### config.mk
export PLATFORM = sky130hd
export DESIGN_NAME = ctm_top
export DESIGN_NICKNAME = d
export VERILOG_FILES = /design/src/ctm_pkg.sv /design/src/ctm_byte_if.sv /design/src/ctm_byte_port.sv /design/src/ctm_prescale.sv /design/src/ctm_top.sv
export VERILOG_INCLUDE_DIRS = /design/src /design/src/src
export SDC_FILE = /design/constraint.sdc
export NUM_CORES = 1
export LEC_CHECK = 0
export BUFFER_PORTS_ARGS = -buffer_cell sky130_fd_sc_hd__buf_2
export CAP_MARGIN = 5
export CORE_ASPECT_RATIO = 1.1
export CORE_MARGIN = 2
export CORE_UTILIZATION = 50
export CTS_CLUSTER_DIAMETER = 50
export DETAILED_ROUTE_END_ITERATION = 7
export PLACE_DENSITY_LB_ADDON = 0.15
export SYNTH_ARGS = -nofsm -noshare
export SYNTH_HDL_FRONTEND = slang
export SYNTH_HIERARCHICAL = 1
export SYNTH_SLANG_ARGS = --single-unit
### constraint.sdc
create_clock -name sys_clk_in -period 5.7 [get_ports sys_clk_in]
set_input_delay 0.57 -clock sys_clk_in [delete_from_list [all_inputs] [get_ports sys_clk_in]]
set_output_delay 0.57 -clock sys_clk_in [all_outputs]
set_load 0.005 [all_outputs]
### src/ctm_defs.svh
// Compact timer constants: encodings, reset values and divider ratios
`ifndef CTM_DEFS_SVH
`define CTM_DEFS_SVH

// ****************************************************************
// Widths and reset values
// ****************************************************************
`define CTM_CNT_W 10
`define CTM_P_W 3
`define CTM_BYTE_W 8
`define CTM_CNT_RST 10'h000
`define CTM_COMPARE_A_VALUE_RST 10'h000
`define CTM_BUF_RST 8'h00

// ****************************************************************
// Byte access selectors (byte addresses of the access port)
// ****************************************************************
`define CTM_SEL_CNT_LO 2'h0
`define CTM_SEL_CNT_HI 2'h1
`define CTM_SEL_CMP_LO 2'h2
`define CTM_SEL_CMP_HI 2'h3

// ****************************************************************
// Clock select field codes
// ****************************************************************
`define CTM_CK_SYS_DIV4 3'h0
`define CTM_CK_SYS 3'h1
`define CTM_CK_H_DIV16 3'h2
`define CTM_CK_H_DIV64 3'h3
`define CTM_CK_SUB_A 3'h4
`define CTM_CK_SUB_B 3'h5
`define CTM_CK_EVT_RISE 3'h6
`define CTM_CK_EVT_FALL 3'h7

// ****************************************************************
// Divider ratios (terminal masks of the free divider)
// ****************************************************************
`define CTM_DIV_W 6
`define CTM_DIV4_MASK 6'h03
`define CTM_DIV16_MASK 6'h0f
`define CTM_DIV64_MASK 6'h3f

// ****************************************************************
// Operating modes and output actions
// ****************************************************************
`define CTM_MODE_CMP 2'h0
`define CTM_MODE_UNDEF 2'h1
`define CTM_MODE_PWM 2'h2
`define CTM_MODE_TIMER 2'h3
`define CTM_IO_NONE 2'h0
`define CTM_IO_LOW 2'h1
`define CTM_IO_HIGH 2'h2
`define CTM_IO_TOGGLE 2'h3
`define CTM_PWM_INACTIVE 2'h0
`define CTM_PWM_ACTIVE 2'h1
`define CTM_PWM_WAVE 2'h2

`endif

### src/ctm_pkg.sv
// Compact timer types
`include "ctm_defs.svh"
package ctm_pkg;
    typedef enum logic [1:0] {
        CTM_MODE_CMP_E = `CTM_MODE_CMP,
        CTM_MODE_UNDEF_E = `CTM_MODE_UNDEF,
        CTM_MODE_PWM_E = `CTM_MODE_PWM,
        CTM_MODE_TIMER_E = `CTM_MODE_TIMER
    } ctm_mode_t;
    typedef enum logic [1:0] {
        CTM_SEL_CNT_LO_E = `CTM_SEL_CNT_LO,
        CTM_SEL_CNT_HI_E = `CTM_SEL_CNT_HI,
        CTM_SEL_CMP_LO_E = `CTM_SEL_CMP_LO,
        CTM_SEL_CMP_HI_E = `CTM_SEL_CMP_HI
    } ctm_byte_sel_t;
endpackage : ctm_pkg

### src/ctm_byte_if.sv
// Byte access carrier between timer core and shadow buffer port
`timescale 1ns/1ns
`include "ctm_defs.svh"
interface ctm_byte_if #(
    parameter int CNT_W = `CTM_CNT_W
);
    import ctm_pkg::*;
    logic ce;
    logic wr;
    logic rd;
    ctm_byte_sel_t sel;
    logic [`CTM_BYTE_W-1:0] wdata;
    logic [`CTM_BYTE_W-1:0] rdata;
    logic rvalid;
    logic [CNT_W-1:0] count;
    logic [CNT_W-1:0] compare_a_value;
    modport core (
        output ce, wr, rd, sel, wdata, count,
        input rdata, rvalid, compare_a_value
    );
    modport port (
        input ce, wr, rd, sel, wdata, count,
        output rdata, rvalid, compare_a_value
    );
endinterface : ctm_byte_if

### src/ctm_byte_port.sv
// Byte access port with shared 8-bit low-byte shadow buffer
`timescale 1ns/1ns
`include "ctm_defs.svh"
module ctm_byte_port
    import ctm_pkg::*;
#(
    parameter int CNT_W = `CTM_CNT_W
) (
    input wire logic sys_clk_in,   // System clock
    input wire logic nrst_in,      // Synchronous reset, active low
    ctm_byte_if.port acc           // Byte access carrier
);
    logic [`CTM_BYTE_W-1:0] shadow;
    logic [`CTM_BYTE_W-1:0] rdata;
    logic rvalid;
    logic [CNT_W-1:0] compare_a_value;

    assign acc.rdata = rdata;
    assign acc.rvalid = rvalid;
    assign acc.compare_a_value = compare_a_value;

    // ****************************************************************
    // Shadow buffer and compare A storage
    // ****************************************************************
    always_ff @(posedge sys_clk_in) begin
        if (!nrst_in) begin
            shadow <= `CTM_BUF_RST;
            compare_a_value <= `CTM_COMPARE_A_VALUE_RST;
        end else if (acc.ce) begin
            if (acc.wr) begin
                case (acc.sel)
                    CTM_SEL_CMP_LO_E: shadow <= acc.wdata;
                    CTM_SEL_CMP_HI_E: begin
                        compare_a_value <= CNT_W'({acc.wdata, shadow});
                    end
                    default: ;
                endcase
            end else if (acc.rd) begin
                case (acc.sel)
                    CTM_SEL_CNT_HI_E: begin
                        shadow <= acc.count[`CTM_BYTE_W-1:0];
                    end
                    CTM_SEL_CMP_HI_E: begin
                        shadow <= compare_a_value[`CTM_BYTE_W-1:0];
                    end
                    default: ;
                endcase
            end
        end
    end

    // ****************************************************************
    // Read data
    // ****************************************************************
    always_ff @(posedge sys_clk_in) begin
        if (!nrst_in) begin
            rdata <= `CTM_BUF_RST;
            rvalid <= 1'b0;
        end else if (acc.ce) begin
            rvalid <= acc.rd & ~acc.wr;
            if (acc.rd && !acc.wr) begin
                case (acc.sel)
                    CTM_SEL_CNT_HI_E: begin
                        rdata <= `CTM_BYTE_W'(acc.count >> `CTM_BYTE_W);
                    end
                    CTM_SEL_CMP_HI_E: begin
                        rdata <= `CTM_BYTE_W'(compare_a_value >> `CTM_BYTE_W);
                    end
                    default: rdata <= shadow;
                endcase
            end
        end
    end
endmodule : ctm_byte_port

### src/ctm_prescale.sv
// Counter clock selection: divided clocks and synchronised pin edges
`timescale 1ns/1ns
`include "ctm_defs.svh"
module ctm_prescale
    import ctm_pkg::*;
(
    input wire logic sys_clk_in,      // System clock
    input wire logic nrst_in,         // Synchronous reset, active low
    input wire logic ce_in,           // Clock enable
    input wire logic [2:0] clk_sel_in, // Clock select field
    input wire logic sub_clk_in,      // Sub clock, asynchronous
    input wire logic event_pin_in,    // Event clock pin, asynchronous
    output logic tick_out             // One-cycle counter advance
);
    logic [`CTM_DIV_W-1:0] div;
    logic [2:0] sub_sync;
    logic [2:0] evt_sync;
    logic sub_rise;
    logic evt_rise;
    logic evt_fall;

    always_ff @(posedge sys_clk_in) begin
        if (!nrst_in) begin
            div <= '0;
        end else if (ce_in) begin
            div <= `CTM_DIV_W'(div + 1'b1);
        end
    end

    // Stage 0 feeds only stage 1; edges look at stages 1 and 2
    always_ff @(posedge sys_clk_in) begin
        if (!nrst_in) begin
            sub_sync <= 3'h0;
            evt_sync <= 3'h0;
        end else if (ce_in) begin
            sub_sync <= {sub_sync[1:0], sub_clk_in};
            evt_sync <= {evt_sync[1:0], event_pin_in};
        end
    end

    assign sub_rise = sub_sync[1] & ~sub_sync[2];
    assign evt_rise = evt_sync[1] & ~evt_sync[2];
    assign evt_fall = ~evt_sync[1] & evt_sync[2];

    always_comb begin
        case (clk_sel_in)
            `CTM_CK_SYS_DIV4: begin
                tick_out = (div & `CTM_DIV4_MASK) == `CTM_DIV4_MASK;
            end
            `CTM_CK_SYS: tick_out = 1'b1;
            `CTM_CK_H_DIV16: begin
                tick_out = (div & `CTM_DIV16_MASK) == `CTM_DIV16_MASK;
            end
            `CTM_CK_H_DIV64: tick_out = div == `CTM_DIV64_MASK;
            `CTM_CK_SUB_A: tick_out = sub_rise;
            `CTM_CK_SUB_B: tick_out = sub_rise;
            `CTM_CK_EVT_RISE: tick_out = evt_rise;
            `CTM_CK_EVT_FALL: tick_out = evt_fall;
            default: tick_out = 1'b0;
        endcase
    end
endmodule : ctm_prescale

### src/ctm_top.sv
// Compact timer core: counter, comparators, output pins, byte access
// Functional notes
// - Clock select field picks full or divided system, divided high, sub or pin clock.
// - Event pin counts on its rising or falling edge, as selected.
// - Event pin feeds the counter only when the select field picks it.
// - Counter equal to a comparator raises a request, may clear, may drive pin.
// - Separate requests for comparator A and comparator P matches.
// - Compare output mode drives pins high, low or toggles on match.
// - Primary output pin carries the waveform in PWM mode.
// - Three modes: compare match output, timer/event counter, PWM.
// - Low bytes are reached only through one 8-bit shadow buffer.
// - Low compare write fills buffer; high write stores both bytes together.
// - High read returns directly and captures low byte into the buffer.
// - Counter is a 10-bit up-counter; comparator A checks all ten bits.
// - Comparator P holds three bits compared with the top counter bits.
// - Counter clears only on reset, run rising, overflow or a match of the comparator picked by clr_on_a_in.
`timescale 1ns/1ns
`include "ctm_defs.svh"
module ctm_top
    import ctm_pkg::*;
#(
    parameter int CNT_W = `CTM_CNT_W,
    parameter int P_W = `CTM_P_W
) (
    input wire logic sys_clk_in,         // System clock, 20 MHz
    input wire logic nrst_in,            // Synchronous reset, active low
    input wire logic ce_in,              // Clock enable, freezes state
    input wire logic counter_run_bit_in, // Counter run control
    input wire logic pause_in,           // Counter pause
    input wire logic [2:0] clock_select_field_in, // Counter clock source
    input wire logic [P_W-1:0] compare_p_value_in, // Comparator P value
    input wire logic [1:0] mode_in,      // Operating mode
    input wire logic [1:0] out_func_in,  // Output function select
    input wire logic out_ctrl_in,        // Initial level / active level
    input wire logic out_pol_in,         // Output pin polarity invert
    input wire logic clr_on_a_in,        // Clear on A match (else on P)
    input wire logic sub_clk_in,         // Sub clock, asynchronous
    input wire logic event_clock_pin_in, // Event clock pin, asynchronous
    input wire logic acc_wr_in,          // Byte write strobe
    input wire logic acc_rd_in,          // Byte read strobe
    input wire logic [1:0] acc_sel_in,   // Byte selector
    input wire logic [7:0] acc_wdata_in, // Byte write data
    output logic [7:0] acc_rdata_out,    // Byte read data
    output logic acc_rvalid_out,         // Read data valid pulse
    output logic irq_a_out,              // Comparator A match pulse
    output logic irq_p_out,              // Comparator P match pulse
    output logic timer_out_pin_out,      // Primary output pin
    output logic timer_out_pin_inverted_out, // Inverted output pin
    output logic [CNT_W-1:0] count_out   // Counter value
);
    localparam int LOW_W = CNT_W - P_W;

    ctm_byte_if #(.CNT_W(CNT_W)) acc_if ();

    ctm_mode_t mode;
    logic tick;
    logic run_q;
    logic run_rise;
    logic advance;
    logic [CNT_W-1:0] count;
    logic [CNT_W-1:0] next_count;
    logic [CNT_W-1:0] after_count;
    logic match_a;
    logic match_p;
    logic clr_now;
    logic out_q;
    logic next_out;
    logic pwm_on;
    logic irq_a;
    logic irq_p;
    logic pin;
    logic pin_inv;

    assign mode = ctm_mode_t'(mode_in);

    // ****************************************************************
    // Counter clock source
    // ****************************************************************
    ctm_prescale u_prescale (
        .sys_clk_in(sys_clk_in),
        .nrst_in(nrst_in),
        .ce_in(ce_in),
        .clk_sel_in(clock_select_field_in),
        .sub_clk_in(sub_clk_in),
        .event_pin_in(event_clock_pin_in),
        .tick_out(tick)
    );

    // ****************************************************************
    // Byte access through the shadow buffer
    // ****************************************************************
    assign acc_if.ce = ce_in;
    assign acc_if.wr = acc_wr_in;
    assign acc_if.rd = acc_rd_in;
    assign acc_if.sel = ctm_byte_sel_t'(acc_sel_in);
    assign acc_if.wdata = acc_wdata_in;
    assign acc_if.count = count;
    assign acc_rdata_out = acc_if.rdata;
    assign acc_rvalid_out = acc_if.rvalid;

    ctm_byte_port #(.CNT_W(CNT_W)) u_byte_port (
        .sys_clk_in(sys_clk_in),
        .nrst_in(nrst_in),
        .acc(acc_if.port)
    );

    // ****************************************************************
    // Run edge detection
    // ****************************************************************
    always_ff @(posedge sys_clk_in) begin
        if (!nrst_in) begin
            run_q <= 1'b0;
        end else if (ce_in) begin
            run_q <= counter_run_bit_in;
        end
    end

    assign run_rise = counter_run_bit_in & ~run_q;
    assign advance = tick & counter_run_bit_in & ~pause_in & ~run_rise;

    // ****************************************************************
    // Comparators
    // ****************************************************************
    assign next_count = CNT_W'(count + 1'b1);
    assign match_a = next_count == acc_if.compare_a_value;
    // Value zero of P matches on wrap, i.e. overflow
    assign match_p = (next_count[CNT_W-1:LOW_W] == compare_p_value_in)
        && (next_count[LOW_W-1:0] == '0);
    assign clr_now = clr_on_a_in ? match_a : match_p;
    assign after_count = clr_now ? '0 : next_count;

    // ****************************************************************
    // Counter
    // ****************************************************************
    always_ff @(posedge sys_clk_in) begin
        if (!nrst_in) begin
            count <= `CTM_CNT_RST;
        end else if (ce_in) begin
            if (run_rise) begin
                count <= '0;
            end else if (advance) begin
                count <= after_count;
            end
        end
    end

    assign count_out = count;

    // ****************************************************************
    // Match requests
    // ****************************************************************
    always_ff @(posedge sys_clk_in) begin
        if (!nrst_in) begin
            irq_a <= 1'b0;
            irq_p <= 1'b0;
        end else if (ce_in) begin
            irq_a <= advance & match_a;
            irq_p <= advance & match_p;
        end
    end

    assign irq_a_out = irq_a;
    assign irq_p_out = irq_p;

    // ****************************************************************
    // Output level
    // ****************************************************************
    assign pwm_on = after_count < acc_if.compare_a_value;

    always_comb begin
        next_out = out_q;
        case (mode)
            CTM_MODE_CMP_E: begin
                if (advance && match_a) begin
                    case (out_func_in)
                        `CTM_IO_LOW: next_out = 1'b0;
                        `CTM_IO_HIGH: next_out = 1'b1;
                        `CTM_IO_TOGGLE: next_out = ~out_q;
                        default: next_out = out_q;
                    endcase
                end
            end
            CTM_MODE_PWM_E: begin
                case (out_func_in)
                    `CTM_PWM_INACTIVE: next_out = ~out_ctrl_in;
                    `CTM_PWM_ACTIVE: next_out = out_ctrl_in;
                    `CTM_PWM_WAVE: begin
                        if (advance) begin
                            next_out = pwm_on ? out_ctrl_in : ~out_ctrl_in;
                        end
                    end
                    default: next_out = out_q;
                endcase
            end
            default: next_out = out_q;
        endcase
    end

    always_ff @(posedge sys_clk_in) begin
        if (!nrst_in) begin
            out_q <= 1'b0;
        end else if (ce_in) begin
            if (run_rise && mode != CTM_MODE_TIMER_E) begin
                out_q <= out_ctrl_in;
            end else begin
                out_q <= next_out;
            end
        end
    end

    // ****************************************************************
    // Output pins
    // ****************************************************************
    always_ff @(posedge sys_clk_in) begin
        if (!nrst_in) begin
            pin <= 1'b0;
            pin_inv <= 1'b1;
        end else if (ce_in) begin
            pin <= out_q ^ out_pol_in;
            pin_inv <= ~(out_q ^ out_pol_in);
        end
    end

    assign timer_out_pin_out = pin;
    assign timer_out_pin_inverted_out = pin_inv;
endmodule : ctm_top

==> results of run 1 <==
[final cells by class]
type / instances / share of cell area
Clock inverter: 2 / 0.00401
Timing Repair Buffer: 54 / 0.0666
Sequential cell: 55 / 0.271
Multi-Input combinational cell: 341 / 0.582
Tap cell: 87 / 0.0268
Clock buffer: 6 / 0.0203
Inverter: 31 / 0.0287
[power by group through the flow]
| stage | Sequential, W | Combinational [W] | Clock [W] |
|---|---|---|---|
| 2_1_floorplan | 0.000406 | 0.0000553 | 0 |
| 3_3_place_gp | 0.000407 | 0.0000803 | 0 |
| 3_5_place_dp | 0.000407 | 0.0000818 | 0 |
| 4_1_cts | 0.000398 | 0.0000819 | 0.000246 |
| 5_1_grt | 0.000400 | 0.0000917 | 0.000260 |
| 6_report | 0.000399 | 0.0000811 | 0.000236 |
[placed cells by master, fill, tap and decap left out, drive strengths merged, types with 10 or more instances in the layout]
cell and instances:
inv 31, ha 16, xnor2 11, a21boi 27, and3 10, nand3 11
nor2b 21, mux2i 12, buf 54, a211o 10, nand4 10, o21ai 16
dfxtp 55, nor2 11, a21oi 17, nand2 64, or3 11
[worst paths after layout]
path	from	end	slack (ps)	cells after the start
setup / recovery	count_out[0]	out_q	1470	17
hold / removal	u_byte_port/acc.rdata[7]	u_byte_port/acc.rdata[7]	460	2
setup reg to reg	count_out[0]	out_q	1470	17
hold reg to reg	u_byte_port/acc.rdata[7]	u_byte_port/acc.rdata[7]	460	2
[synth_stat cells (all sizes together) (12+ instances only)]
cell type / n
a21boi: 27
a21oi: 17
buf: 16
dfxtp: 55
ha: 16
inv: 31
mux2i: 12
nand2: 64
nor2b: 21
o21ai: 16
[sequential cells by signal, summed over array words and instances, names as in the netlist]
| signal | count |
|---|---|
| count_out | 10 |
| irq_a_out | 1 |
| irq_p_out | 1 |
| out_q | 1 |
| run_q | 1 |
| timer_out_pin_inverted_out | 1 |
| timer_out_pin_out | 1 |
| u_byte_port/acc.compare_a_value | 10 |
| u_byte_port/acc.rdata | 8 |
| u_byte_port/acc.rvalid | 1 |
| u_byte_port/shadow | 8 |
| u_prescale/div | 6 |
| u_prescale/evt_sync | 3 |
| u_prescale/sub_sync | 3 |
[worst min-delay path: stages (launching register included)]
cell      delay [ps]
dfxtp_1          320
nand2_1           50
a21boi_1          50
[logic make-up (layout without fill, tap and decap cells)]
kind of cell	count (synthesis)	count (layout)	synth area share
simple gates	181	181	0.268
buf+inv	55	93	0.0755
flops	55	55	0.294
xor+xnor	17	17	0.0511
mux	14	14	0.0381
compound gates	113	113	0.220
fa+ha+maj	16	16	0.0534
[per-stage QoR]
step / total power, W / setup WS, ps
3_3_place_gp: 0.000487 / 1660
6_report: 0.000715 / 1470
4_1_cts: 0.000726 / 1520
3_5_place_dp: 0.000489 / 1540
2_1_floorplan: 0.000461 / 2040
5_1_grt: 0.000752 / 1120
[metal layers]
metal,vias up,GRT usage,part of all wire,wire [um]
met2,83,0.363,0.47,4130
met1,1529,0.292,0.46,4010
met3,16,0.0367,0.046,404
li1,1673,-,-,-
met5,-,0,0,0
met4,0,0.0729,0.022,192
==> qor.yml, run 1 <==
status: "completed"
tritoncts_sinks: 55
power.switching_w: 0.000187
multi_input_logic_area_sq_um: 2360
grt_first_pass_wirelength_um: 14500
pwr_density_cell_nw_per_um2: 176
slowest_stage: "dfxtp_1"
synthesis.nets: 499
final_hold_viol_count: 0
max-cap-violations: 0
min_period_over_period: 0.743
synth.yosys.seq_area_share: 0.294
max_stage_delay_ps: 680
die_x_um: 86.5
avgRoutedWirePerCell_um: 15.2
ctsResizeCount: 0
type_of_the_worst_setup_path: "reg -> reg"
die_height_um: 94.8
cp-end-kind: "flip-flop"
clock_power_share: 0.329
floorplan.initialDensity: 0.510
timing.critical_path.max_delay_family: "simple AND/OR/NAND/NOR gates"
power_leakage_nw: 1.63
layout-drive-gt1-share: 0.182
report.final.setup_viol: 0
post-cts-setup-buffers: 0
sw_frac_of_total: 0.262
design.portCount: 55
post_drt_via_cell_ratio: 5.73
cp.required_ps: 5900
fin_hold_ws_ps: 456
die-area_sq_um: 8200
floorplan.core_area_sq_um: 7350
drt_iter0_drcs: 226
worstMarginPinSlew_ps: 745
synth_top_area_cell: "dfxtp_1"
async_reset_ff_frac: 0
setup_skew_after_layout_ps: 7.63
place_congestion: 0.942
source_to_sink_clock_delay_at_the_later_pin_of_the_worst_skew_pair_ps: 310
synth.ff_latch_count: 55
hold_buffers: 0
ff_latch_area_sq_um: 1100
clockRootBuffer: "clkbuf_8"
synth_cell_types: 73
area_growth_syn_to_fin_pct: 8.31
dr_total_vias: 3301
dp_cells: 568
path_clk_slew_ps: 100
worst_voltage_drop_across_the_vdd_grid_v: 0.000131
yosys.area.top_type_share: 0.294
stdcell_area_sq_um: 4060
syn_inst: 451
number_of_global_route_vias_before_repair: 3040
worst_hold_path_type: "reg -> reg"
post-route-util: 0.552
firstDrtPassIters: 4
worst_rel_slew_slack: 0.504
finalMaxSlewViolations: 0
post_synth_main_area_contributors: "dfxtp_1 (29%), nand2_1 (6.3%), ha_1 (5.3%)"
diodes_inserted: 0
combPwrFrac: 0.113
cts.htree.levels: 2
layout_min_cycle_time_ps: 4230
worstSetupStartpointType: "flip-flop"
synthesis.area_sq_um: 3750
postSynthAreaPerCell_sq_um: 8.31
rsz0062_at_grt: "no"
tritoncts.num_buffers: 5
io_buffers: 54
synthFlopType: "dfxtp_1"
hpwl_um: 6330
tritoncts: "yes"
routed_wl_um: 8730
critPathArrivalTime_ps: 4430
number_of_antenna_violations_at_the_first_check_in_global_routing: 0
cellInternalPower_w: 0.000528
cp_cell_sequence: "ha_1 -> nand2_1 -> nor3_2 -> o31ai_1 -> nor4b_1 -> nand4_2 -> nand2_4 -> a21oi_1 -> ha_1 -> a21o_1 -> a21o_1 -> a21oi_1 -> o21ai_0 -> nand2_1 -> o21ai_0 -> a31oi_1 -> a31oi_1"
fillerInstances: 697
grt_start_max_net_pins: 51
post_synth_edffs: 0
grtUsageTotal: 0.220
drt.antenna.violating_nets: 0
fp-row-count: 33
final_net_count: 536
dpl_cell_area_sq_um: 3960
cts-root-to-sink-buffers: 2
grt_overflow: 0
post-route-drc-count: 0
finalNonFillerCells: 576
part_of_the_total_power_dissipated_in_sequential_elements: 0.557
yosys_warning_count: 6
critical_path.max_fanout: 19
cp.buffers_inverters: 0
timing.fmax_mhz: 236
fin_setup_tns_ps: 0
(Power assumes the default switching activity.)
==> run 2: changes to the inputs <==
ABC_AREA = 1   (was not set)
clock period = 4.2 ns   (was 5.7 ns; I/O delays follow)
==> run 2 against run 1 <==
  * Sequential share of layout area rose by 0.067 points
  * Worst setup slack worse by 940 ps
  * Area after synthesis decreased by 2.6%
  * Utilization increased by 2.2 points
  * Routed wire length increased by 2.3%
  * Register-to-register slack lost 940 ps
  * Total power rose by 44%
  * Largest power group unchanged
  * Global-route usage increased by 1.5 points
  * Critical path depth rose by 7
  * Die area shrank 2.5%
  * Combinational power increased by 94%
  * Final area decreased by 0.25%
==> qor.yml, run 2 <==
status: "completed"
multi_input_logic_area_sq_um: 2170  # -8.2%
yosys.area.top_type_share: 0.302  # +0.00775
synthesis.nets: 609  # +22%
yosys_warning_count: 6  # unchanged
grtUsageTotal: 0.235  # +0.0149
floorplan.core_area_sq_um: 7050  # -4.1%
cp-end-kind: "flip-flop"
min_period_over_period: 0.874  # +0.131
synth.yosys.seq_area_share: 0.302  # +0.00775
largest_family_of_logic_cells_by_synthesized_area: "simple AND/OR/NAND/NOR gates"
layout.cells.most_common_list: "nand2_1 (147), inv_1 (73), nor2_1 (63)"
slowest_stage: "dfxtp_1"
rsz0062_at_grt: "no"
final_net_count: 657  # +23%
synth_cell_types: 37  # -49%
min_path_cells: 3  # +1
synth-compound-area-share: 0.120  # -0.100
critPathArrivalTime_ps: 3870  # -560 ps
fin_setup_tns_ps: 0  # unchanged
number_of_antenna_violations_at_the_first_check_in_global_routing: 0  # unchanged
tritoncts: "yes"
die_height_um: 93.6  # -1.2%
source_to_sink_clock_delay_at_the_later_pin_of_the_worst_skew_pair_ps: 320  # about the same
die-area_sq_um: 8000  # -2.5%
reg2regPathDepth: 24  # +7
grt_start_max_net_pins: 39  # -24%
critical-path-top-cell-by-count: "nand2_1"
fin_hold_ws_ps: 316  # -140 ps
worst_r2r_endpoint: "out_q"
fillerInstances: 701  # +0.57%
io_buffers: 54  # unchanged
firstDrtPassIters: 4  # unchanged
routed_wl_um: 8930  # +2.3%
cts.htree.levels: 2  # unchanged
tritoncts_sinks: 55  # unchanged
cts-root-to-sink-buffers: 2  # unchanged
post-route-util: 0.575  # +0.0223
post-synth-top-count-cell: "nand2_1"
async_reset_ff_frac: 0  # unchanged
timing.critical_path.max_delay_family: "simple AND/OR/NAND/NOR gates"
drt_iter0_drcs: 200  # -12%
type_of_the_worst_setup_path: "reg -> reg"
critical_path.max_fanout: 9  # -10
drt.antenna.violating_nets: 0  # unchanged
worstSetupStartpointType: "flip-flop"
timing.fmax_mhz: 273  # +15%
max_stage_delay_ps: 530  # -150 ps
synth_top_area_cell: "dfxtp_1"
design.portCount: 55  # unchanged
synth-simple-area-share: 0.413  # +0.145
clockRootBuffer: "clkbuf_8"
report.final.setup_viol: 0  # unchanged
ctsResizeCount: 0  # unchanged
worst_voltage_drop_across_the_vdd_grid_v: 0.000239  # +83%
post-route-drc-count: 0  # unchanged
synthesis.area_sq_um: 3650  # -2.6%
layout-drive-gt1-share: 0.193  # +0.0114
cp.buffers_inverters: 0  # unchanged
post_synth_main_area_contributors: "dfxtp_1 (30%), nand2_1 (15%), inv_1 (7.5%)"
floorplan.initialDensity: 0.518  # +0.00824
place_congestion: 0.922  # -2.0%
cp_cell_sequence: "ha_1 -> nand2_2 -> nor2_4 -> nand3_1 -> nand2_1 -> nand2_1 -> nor3_2 -> nand3_2 -> nand2_1 -> nor2_1 -> ha_1 -> nand2_1 -> o21a_1 -> o221a_2 -> nand2_1 -> nand2_1 -> nand2_1 -> nand2_1 -> nand2_1 -> nand2_1 -> nand2_1 -> nand2_1 -> nand2_1 -> a21oi_2"
tritoncts.num_buffers: 5  # unchanged
path_clk_slew_ps: 110  # about the same
finalMaxSlewViolations: 0  # unchanged
ff2ff_setup_slack_ps: 530  # -940 ps
multiplexer_area_fraction_after_synthesis: 0  # -0.0381
ff_latch_area_sq_um: 1100  # unchanged
final_hold_viol_count: 0  # unchanged
number_of_global_route_vias_before_repair: 3324  # +9.3%
finalNonFillerCells: 695  # +21%
synth.ff_latch_count: 55  # unchanged
power_leakage_nw: 1.92  # +18%
avgRoutedWirePerCell_um: 12.9  # -15%
worst_hold_path_type: "in -> reg"
grt_overflow: 0  # unchanged
hold_path_startpoint: "event_clock_pin_in"
post_synth_edffs: 0  # unchanged
min_to: "u_prescale/evt_sync[0]"
postSynthAreaPerCell_sq_um: 6.51  # -22%
cp.required_ps: 4400  # -1500 ps
area_growth_syn_to_fin_pct: 10.9
synthXorXnorAreaFrac: 0.00720  # -0.0439
post-cts-setup-buffers: 0  # unchanged
pwr_density_cell_nw_per_um2: 255  # +45%
hold_buffers: 0  # unchanged
fp-row-count: 32  # -3.0%
worst_rel_slew_slack: 0.443  # -0.0606
grt_first_pass_wirelength_um: 15100  # +4.4%
diodes_inserted: 0  # unchanged
hpwl_um: 6840  # +8.0%
max-cap-violations: 0  # unchanged
timing.rr.start: "count_out[0]"
die_x_um: 85.5  # -1.2%
syn_inst: 561  # +24%
setup_skew_after_layout_ps: 3.94  # -3.69 ps
layout_commonest_cell: "nand2_1"
worstMarginPinSlew_ps: 832  # +87.8 ps
dp_cells: 687  # +21%
layout_min_cycle_time_ps: 3670  # -564 ps
adder_cell_fraction_of_synth_area: 0.0548  # +0.00141
post_drt_via_cell_ratio: 5.11  # -11%
top_cells_by_instance_count_after_synthesis: "nand2_1 (147), inv_1 (73), nor2_1 (63)"
dr_total_vias: 3551  # +7.6%
synthFlopType: "dfxtp_1"
## run 2: logic make-up after synthesis
family / Yosys count
AOI/OAI and AO/OA: 81
xor gates and xnor gates: 3
adders and majority gates: 16
buffers and inverters: 93
DFF: 55
and+or+nand+nor: 313
## run 2: cell type report
class | instances | share of cell area
multi-input cells | 413 | 0.536
flip-flops and latches | 55 | 0.272
inverters | 79 | 0.0732
repair buffers | 55 | 0.0686
well taps | 85 | 0.0263
clock buffers | 5 | 0.0170
clock inverters | 3 | 0.00680
## run 2: where the power goes
group / total, W / switching, W / leakage (nW) / internal, W
clock: 0.000321 / 0.000198 / 0.0463 / 0.000123
sequential: 0.000553 / 0.0000128 / 0.448 / 0.000541
combinational: 0.000157 / 0.0000992 / 1.43 / 0.0000582
## run 2: worst max path at each step
stage             to  slack, ps  cells after the start          from
6_report       out_q        530                     24  count_out[0]
5_1_grt        out_q        190                     24  count_out[0]
4_1_cts        out_q        560                     24  count_out[0]
3_5_place_dp   out_q        560                     24  count_out[0]
3_3_place_gp   out_q        660                     24  count_out[0]
2_1_floorplan  out_q       1130                     26  count_out[0]
## run 2: per-stage QoR
| stage | cell area (sq um) | power [W] | setup WS [ps] |
|---|---|---|---|
| detailed placement | 3950 | 0.000722 | 564 |
| global placement | 3950 | 0.000720 | 656 |
| CTS | 4050 | 0.00104 | 560 |
| global route | 4050 | 0.00108 | 191 |
| floorplan | 3650 | 0.000675 | 1130 |
| finish | 4050 | 0.00103 | 531 |
## run 2: worst min-delay path: cells and delay by family
kind	cells	cell delay, ps
AND/OR/NAND/NOR	2	110
buffers and inverters	1	80
## run 2: layer usage
layer | wire length, um | vias to the layer above | track usage
met1 | 4060 | 1586 | 0.295
met3 | 382 | 12 | 0.0309
li1 | - | 1877 | -
met4 | 119 | 0 | 0.0635
met5 | 0 | - | 0
met2 | 4370 | 76 | 0.421
==> run 3: changes to the inputs <==
CAP_MARGIN = not set   (was 5)
SETUP_SLACK_MARGIN = 0.05   (was not set)
SYNTH_HIERARCHICAL = not set   (was 1)
==> run 3 against run 2 <==
  * Register-to-register slack lost 50 ps
  * Die area shrank 12%
  * Count of clock-buffer cells in the layout is the same
  * Largest power group unchanged
==> qor.yml, run 3 <==
sw_frac_of_total: 0.282  # -0.0183
synth_top_area_cell: "dfxtp_1"
postSynthAreaPerCell_sq_um: 6.59  # +1.2%
drt_iter0_drcs: 344  # +72%
tritoncts_sinks: 55  # unchanged
cts-root-to-sink-buffers: 2  # unchanged
firstDrtPassIters: 5  # +1
timing.fmax_mhz: 269  # -1.3%
drt.antenna.violating_nets: 0  # unchanged
post_drt_via_cell_ratio: 5.36  # +4.9%
floorplan.core_area_sq_um: 6160  # -13%
cts.htree.levels: 2  # unchanged
die_height_um: 87.7  # -6.4%
tritoncts: "yes"
post-synth-top-count-cell: "nand2_1"
grt_overflow: 0  # unchanged
source_to_sink_clock_delay_at_the_later_pin_of_the_worst_skew_pair_ps: 320  # about the same
synthesis.area_sq_um: 3180  # -13%
post_synth_edffs: 0  # unchanged
critPathArrivalTime_ps: 3890  # +20 ps
place_congestion: 0.944  # +2.3%
min_period_over_period: 0.885  # +0.0118
grtUsageTotal: 0.242  # +0.00691
status: "completed"
cellInternalPower_w: 0.000709  # -1.7%
die_x_um: 80.1  # -6.3%
type_of_the_worst_setup_path: "reg -> reg"
fin_setup_tns_ps: 0  # unchanged
die-area_sq_um: 7020  # -12%
ff2ff_setup_slack_ps: 480  # -50 ps
yosys.area.top_type_share: 0.346  # +0.0445
final_hold_viol_count: 0  # unchanged
design.portCount: 55  # unchanged
syn_inst: 483  # -14%
fp-row-count: 30  # -6.3%
worst_voltage_drop_across_the_vdd_grid_v: 0.000230  # -4.1%
worst_hold_path_type: "in -> reg"
report.final.setup_viol: 0  # unchanged
tritoncts.num_buffers: 5  # unchanged
synthesis.nets: 531  # -13%
cp.required_ps: 4370  # -30 ps
dr_total_vias: 3290  # -7.4%
finalNonFillerCells: 614  # -12%
layout_commonest_cell: "nand2_1"
layout-drive-gt1-share: 0.146  # -0.0474
diodes_inserted: 0  # unchanged
final_net_count: 581  # -12%
post_synth_main_area_contributors: "dfxtp_1 (35%), nand2_1 (14%), a21oi_1 (9.0%)"
path_clk_slew_ps: 100  # about the same
area_growth_syn_to_fin_pct: 13.4
hold_buffers: 0  # unchanged
layout.cells.most_common_list: "nand2_1 (117), a21oi_1 (57), dfxtp_1 (55)"
power_leakage_nw: 1.65  # -14%
setup_skew_after_layout_ps: 14.1  # +10.1 ps
grt_first_pass_wirelength_um: 13400  # -11%
post-route-drc-count: 0  # unchanged
top_cells_by_instance_count_after_synthesis: "nand2_1 (117), a21oi_1 (57), dfxtp_1 (55)"
cp-end-kind: "flip-flop"
part_of_the_total_power_dissipated_in_sequential_elements: 0.560  # +0.024
rsz0062_at_grt: "no"
synth.yosys.seq_area_share: 0.346  # +0.0445
combPwrFrac: 0.135  # -0.018
worstMarginPinSlew_ps: 797  # -35.0 ps
power.switching_w: 0.000279  # -10%
number_of_global_route_vias_before_repair: 2898  # -13%
async_reset_ff_frac: 0  # unchanged
floorplan.initialDensity: 0.517  # -0.00124
hpwl_um: 6360  # -7.0%
finalMaxSlewViolations: 0  # unchanged
post-cts-setup-buffers: 0  # unchanged
worstSetupStartpointType: "flip-flop"
routed_wl_um: 8270  # -7.4%
synth_cell_types: 32  # -14%
pwr_density_cell_nw_per_um2: 274  # +7.5%
dp_cells: 606  # -12%
grt_start_max_net_pins: 36  # -7.7%
synthFlopType: "dfxtp_1"
io_buffers: 54  # unchanged
critical_path.max_fanout: 9  # unchanged
clockRootBuffer: "clkbuf_8"
avgRoutedWirePerCell_um: 13.5  # +4.8%
layout_min_cycle_time_ps: 3720  # +49.7 ps
yosys_warning_count: 0  # -6
number_of_antenna_violations_at_the_first_check_in_global_routing: 0  # unchanged
synth.ff_latch_count: 55  # unchanged
worst_rel_slew_slack: 0.468  # +0.0248
clock_power_share: 0.306  # -0.005
ctsResizeCount: 0  # unchanged
max-cap-violations: 0  # unchanged
## run 3: cell types whose count changed in the layout (fill, tap and decap cells not counted), moves of 7 or more
cell	change
nand2_1	-30
a21oi_1	+14
nor2_1	-9
nand3_1	-7
a22oi_1	+9
o21ai_0	+10
nand2_2	-18
inv_1	-30
## run 3: per-layer routing
metal / global-route usage / routed length (um) / part of all wire / up-vias
met1: 0.336 / 3900 / 0.47 / 1480
met2: 0.394 / 3810 / 0.46 / 95
met3: 0.0402 / 493 / 0.060 / 9
met5: 0 / 0 / 0 / -
li1: - / - / - / 1706
met4: 0.0601 / 66 / 0.0080 / 0
## run 3: path summary, 6_finish.rpt
| kind | end | startpoint | depth (start not counted) |
|---|---|---|---|
| worst min register to register | u_prescale.div[5] | u_prescale.div[5] | 2 |
| worst max register to register | out_q | count_out[0] | 27 |
| worst max-delay path | out_q | count_out[0] | 27 |
| worst min-delay path | u_prescale.evt_sync[0] | event_clock_pin_in | 3 |
## run 3: power by group through the flow
stage | clock (W) | combinational [W] | sequential (W)
5_1_grt | 0.000333 | 0.000152 | 0.000556
6_report | 0.000302 | 0.000133 | 0.000553
3_3_place_gp | 0 | 0.000131 | 0.000564
4_1_cts | 0.000311 | 0.000133 | 0.000553
2_1_floorplan | 0 | 0.0000881 | 0.000562
3_5_place_dp | 0 | 0.000132 | 0.000565
## run 3: cell type report
class | count | area [sq um]
Clock inverter | 3 | 23.8
Tap cell | 80 | 100
Timing Repair Buffer | 55 | 278
Sequential cell | 55 | 1100
Clock buffer | 5 | 68.8
Inverter | 49 | 184
Fill cell | 631 | 2550
Multi-Input combinational cell | 367 | 1850
## run 3: worst max-delay path: stages, from the launching register on
cell and delay (ps):
dfxtp_1 470, ha_1 220, nand2_2 90, nor2_2 140, nand2_1 70, nand2_1 120
nand2_1 90, nand2_1 70, nand2_1 60, nor2_1 100, nand4_1 160, nand2_1 300
nor2_1 100, ha_1 300, nand2_1 60, inv_1 30, o21bai_1 110, a21oi_1 80
a2111oi_0 440, nand3_1 140, nand2_1 80, inv_1 30, nand2_1 50, nand2_1 40
nand2_1 50, nand2_1 40, nand2_1 60, a21oi_2 40
## run 3: kinds of logic (layout without fill, tap and decap cells)
group                      Yosys count  after routing  share of synthesized area
adders and majority gates           16             16                     0.0629
xor gates and xnor gates             4              4                     0.0110
DFF                                 55             55                      0.346
AOI/OAI and AO/OA                  114            114                      0.196
buffers and inverters               61            112                     0.0720
and+or+nand+nor                    233            233                      0.312
## run 3: metrics by stage
step / power [W] / hold slack [ps] / cell area (sq um) / setup WS [ps] / utilization
CTS: 0.000997 / 333 / 3610 / 503 / 0.586
finish: 0.000988 / 335 / 3610 / 482 / 0.586
global placement: 0.000695 / 434 / 3510 / 688 / 0.571
global route: 0.00104 / 333 / 3610 / 105 / 0.586
floorplan: 0.000650 / 424 / 3180 / 989 / -
detailed placement: 0.000697 / 445 / 3510 / 534 / 0.571
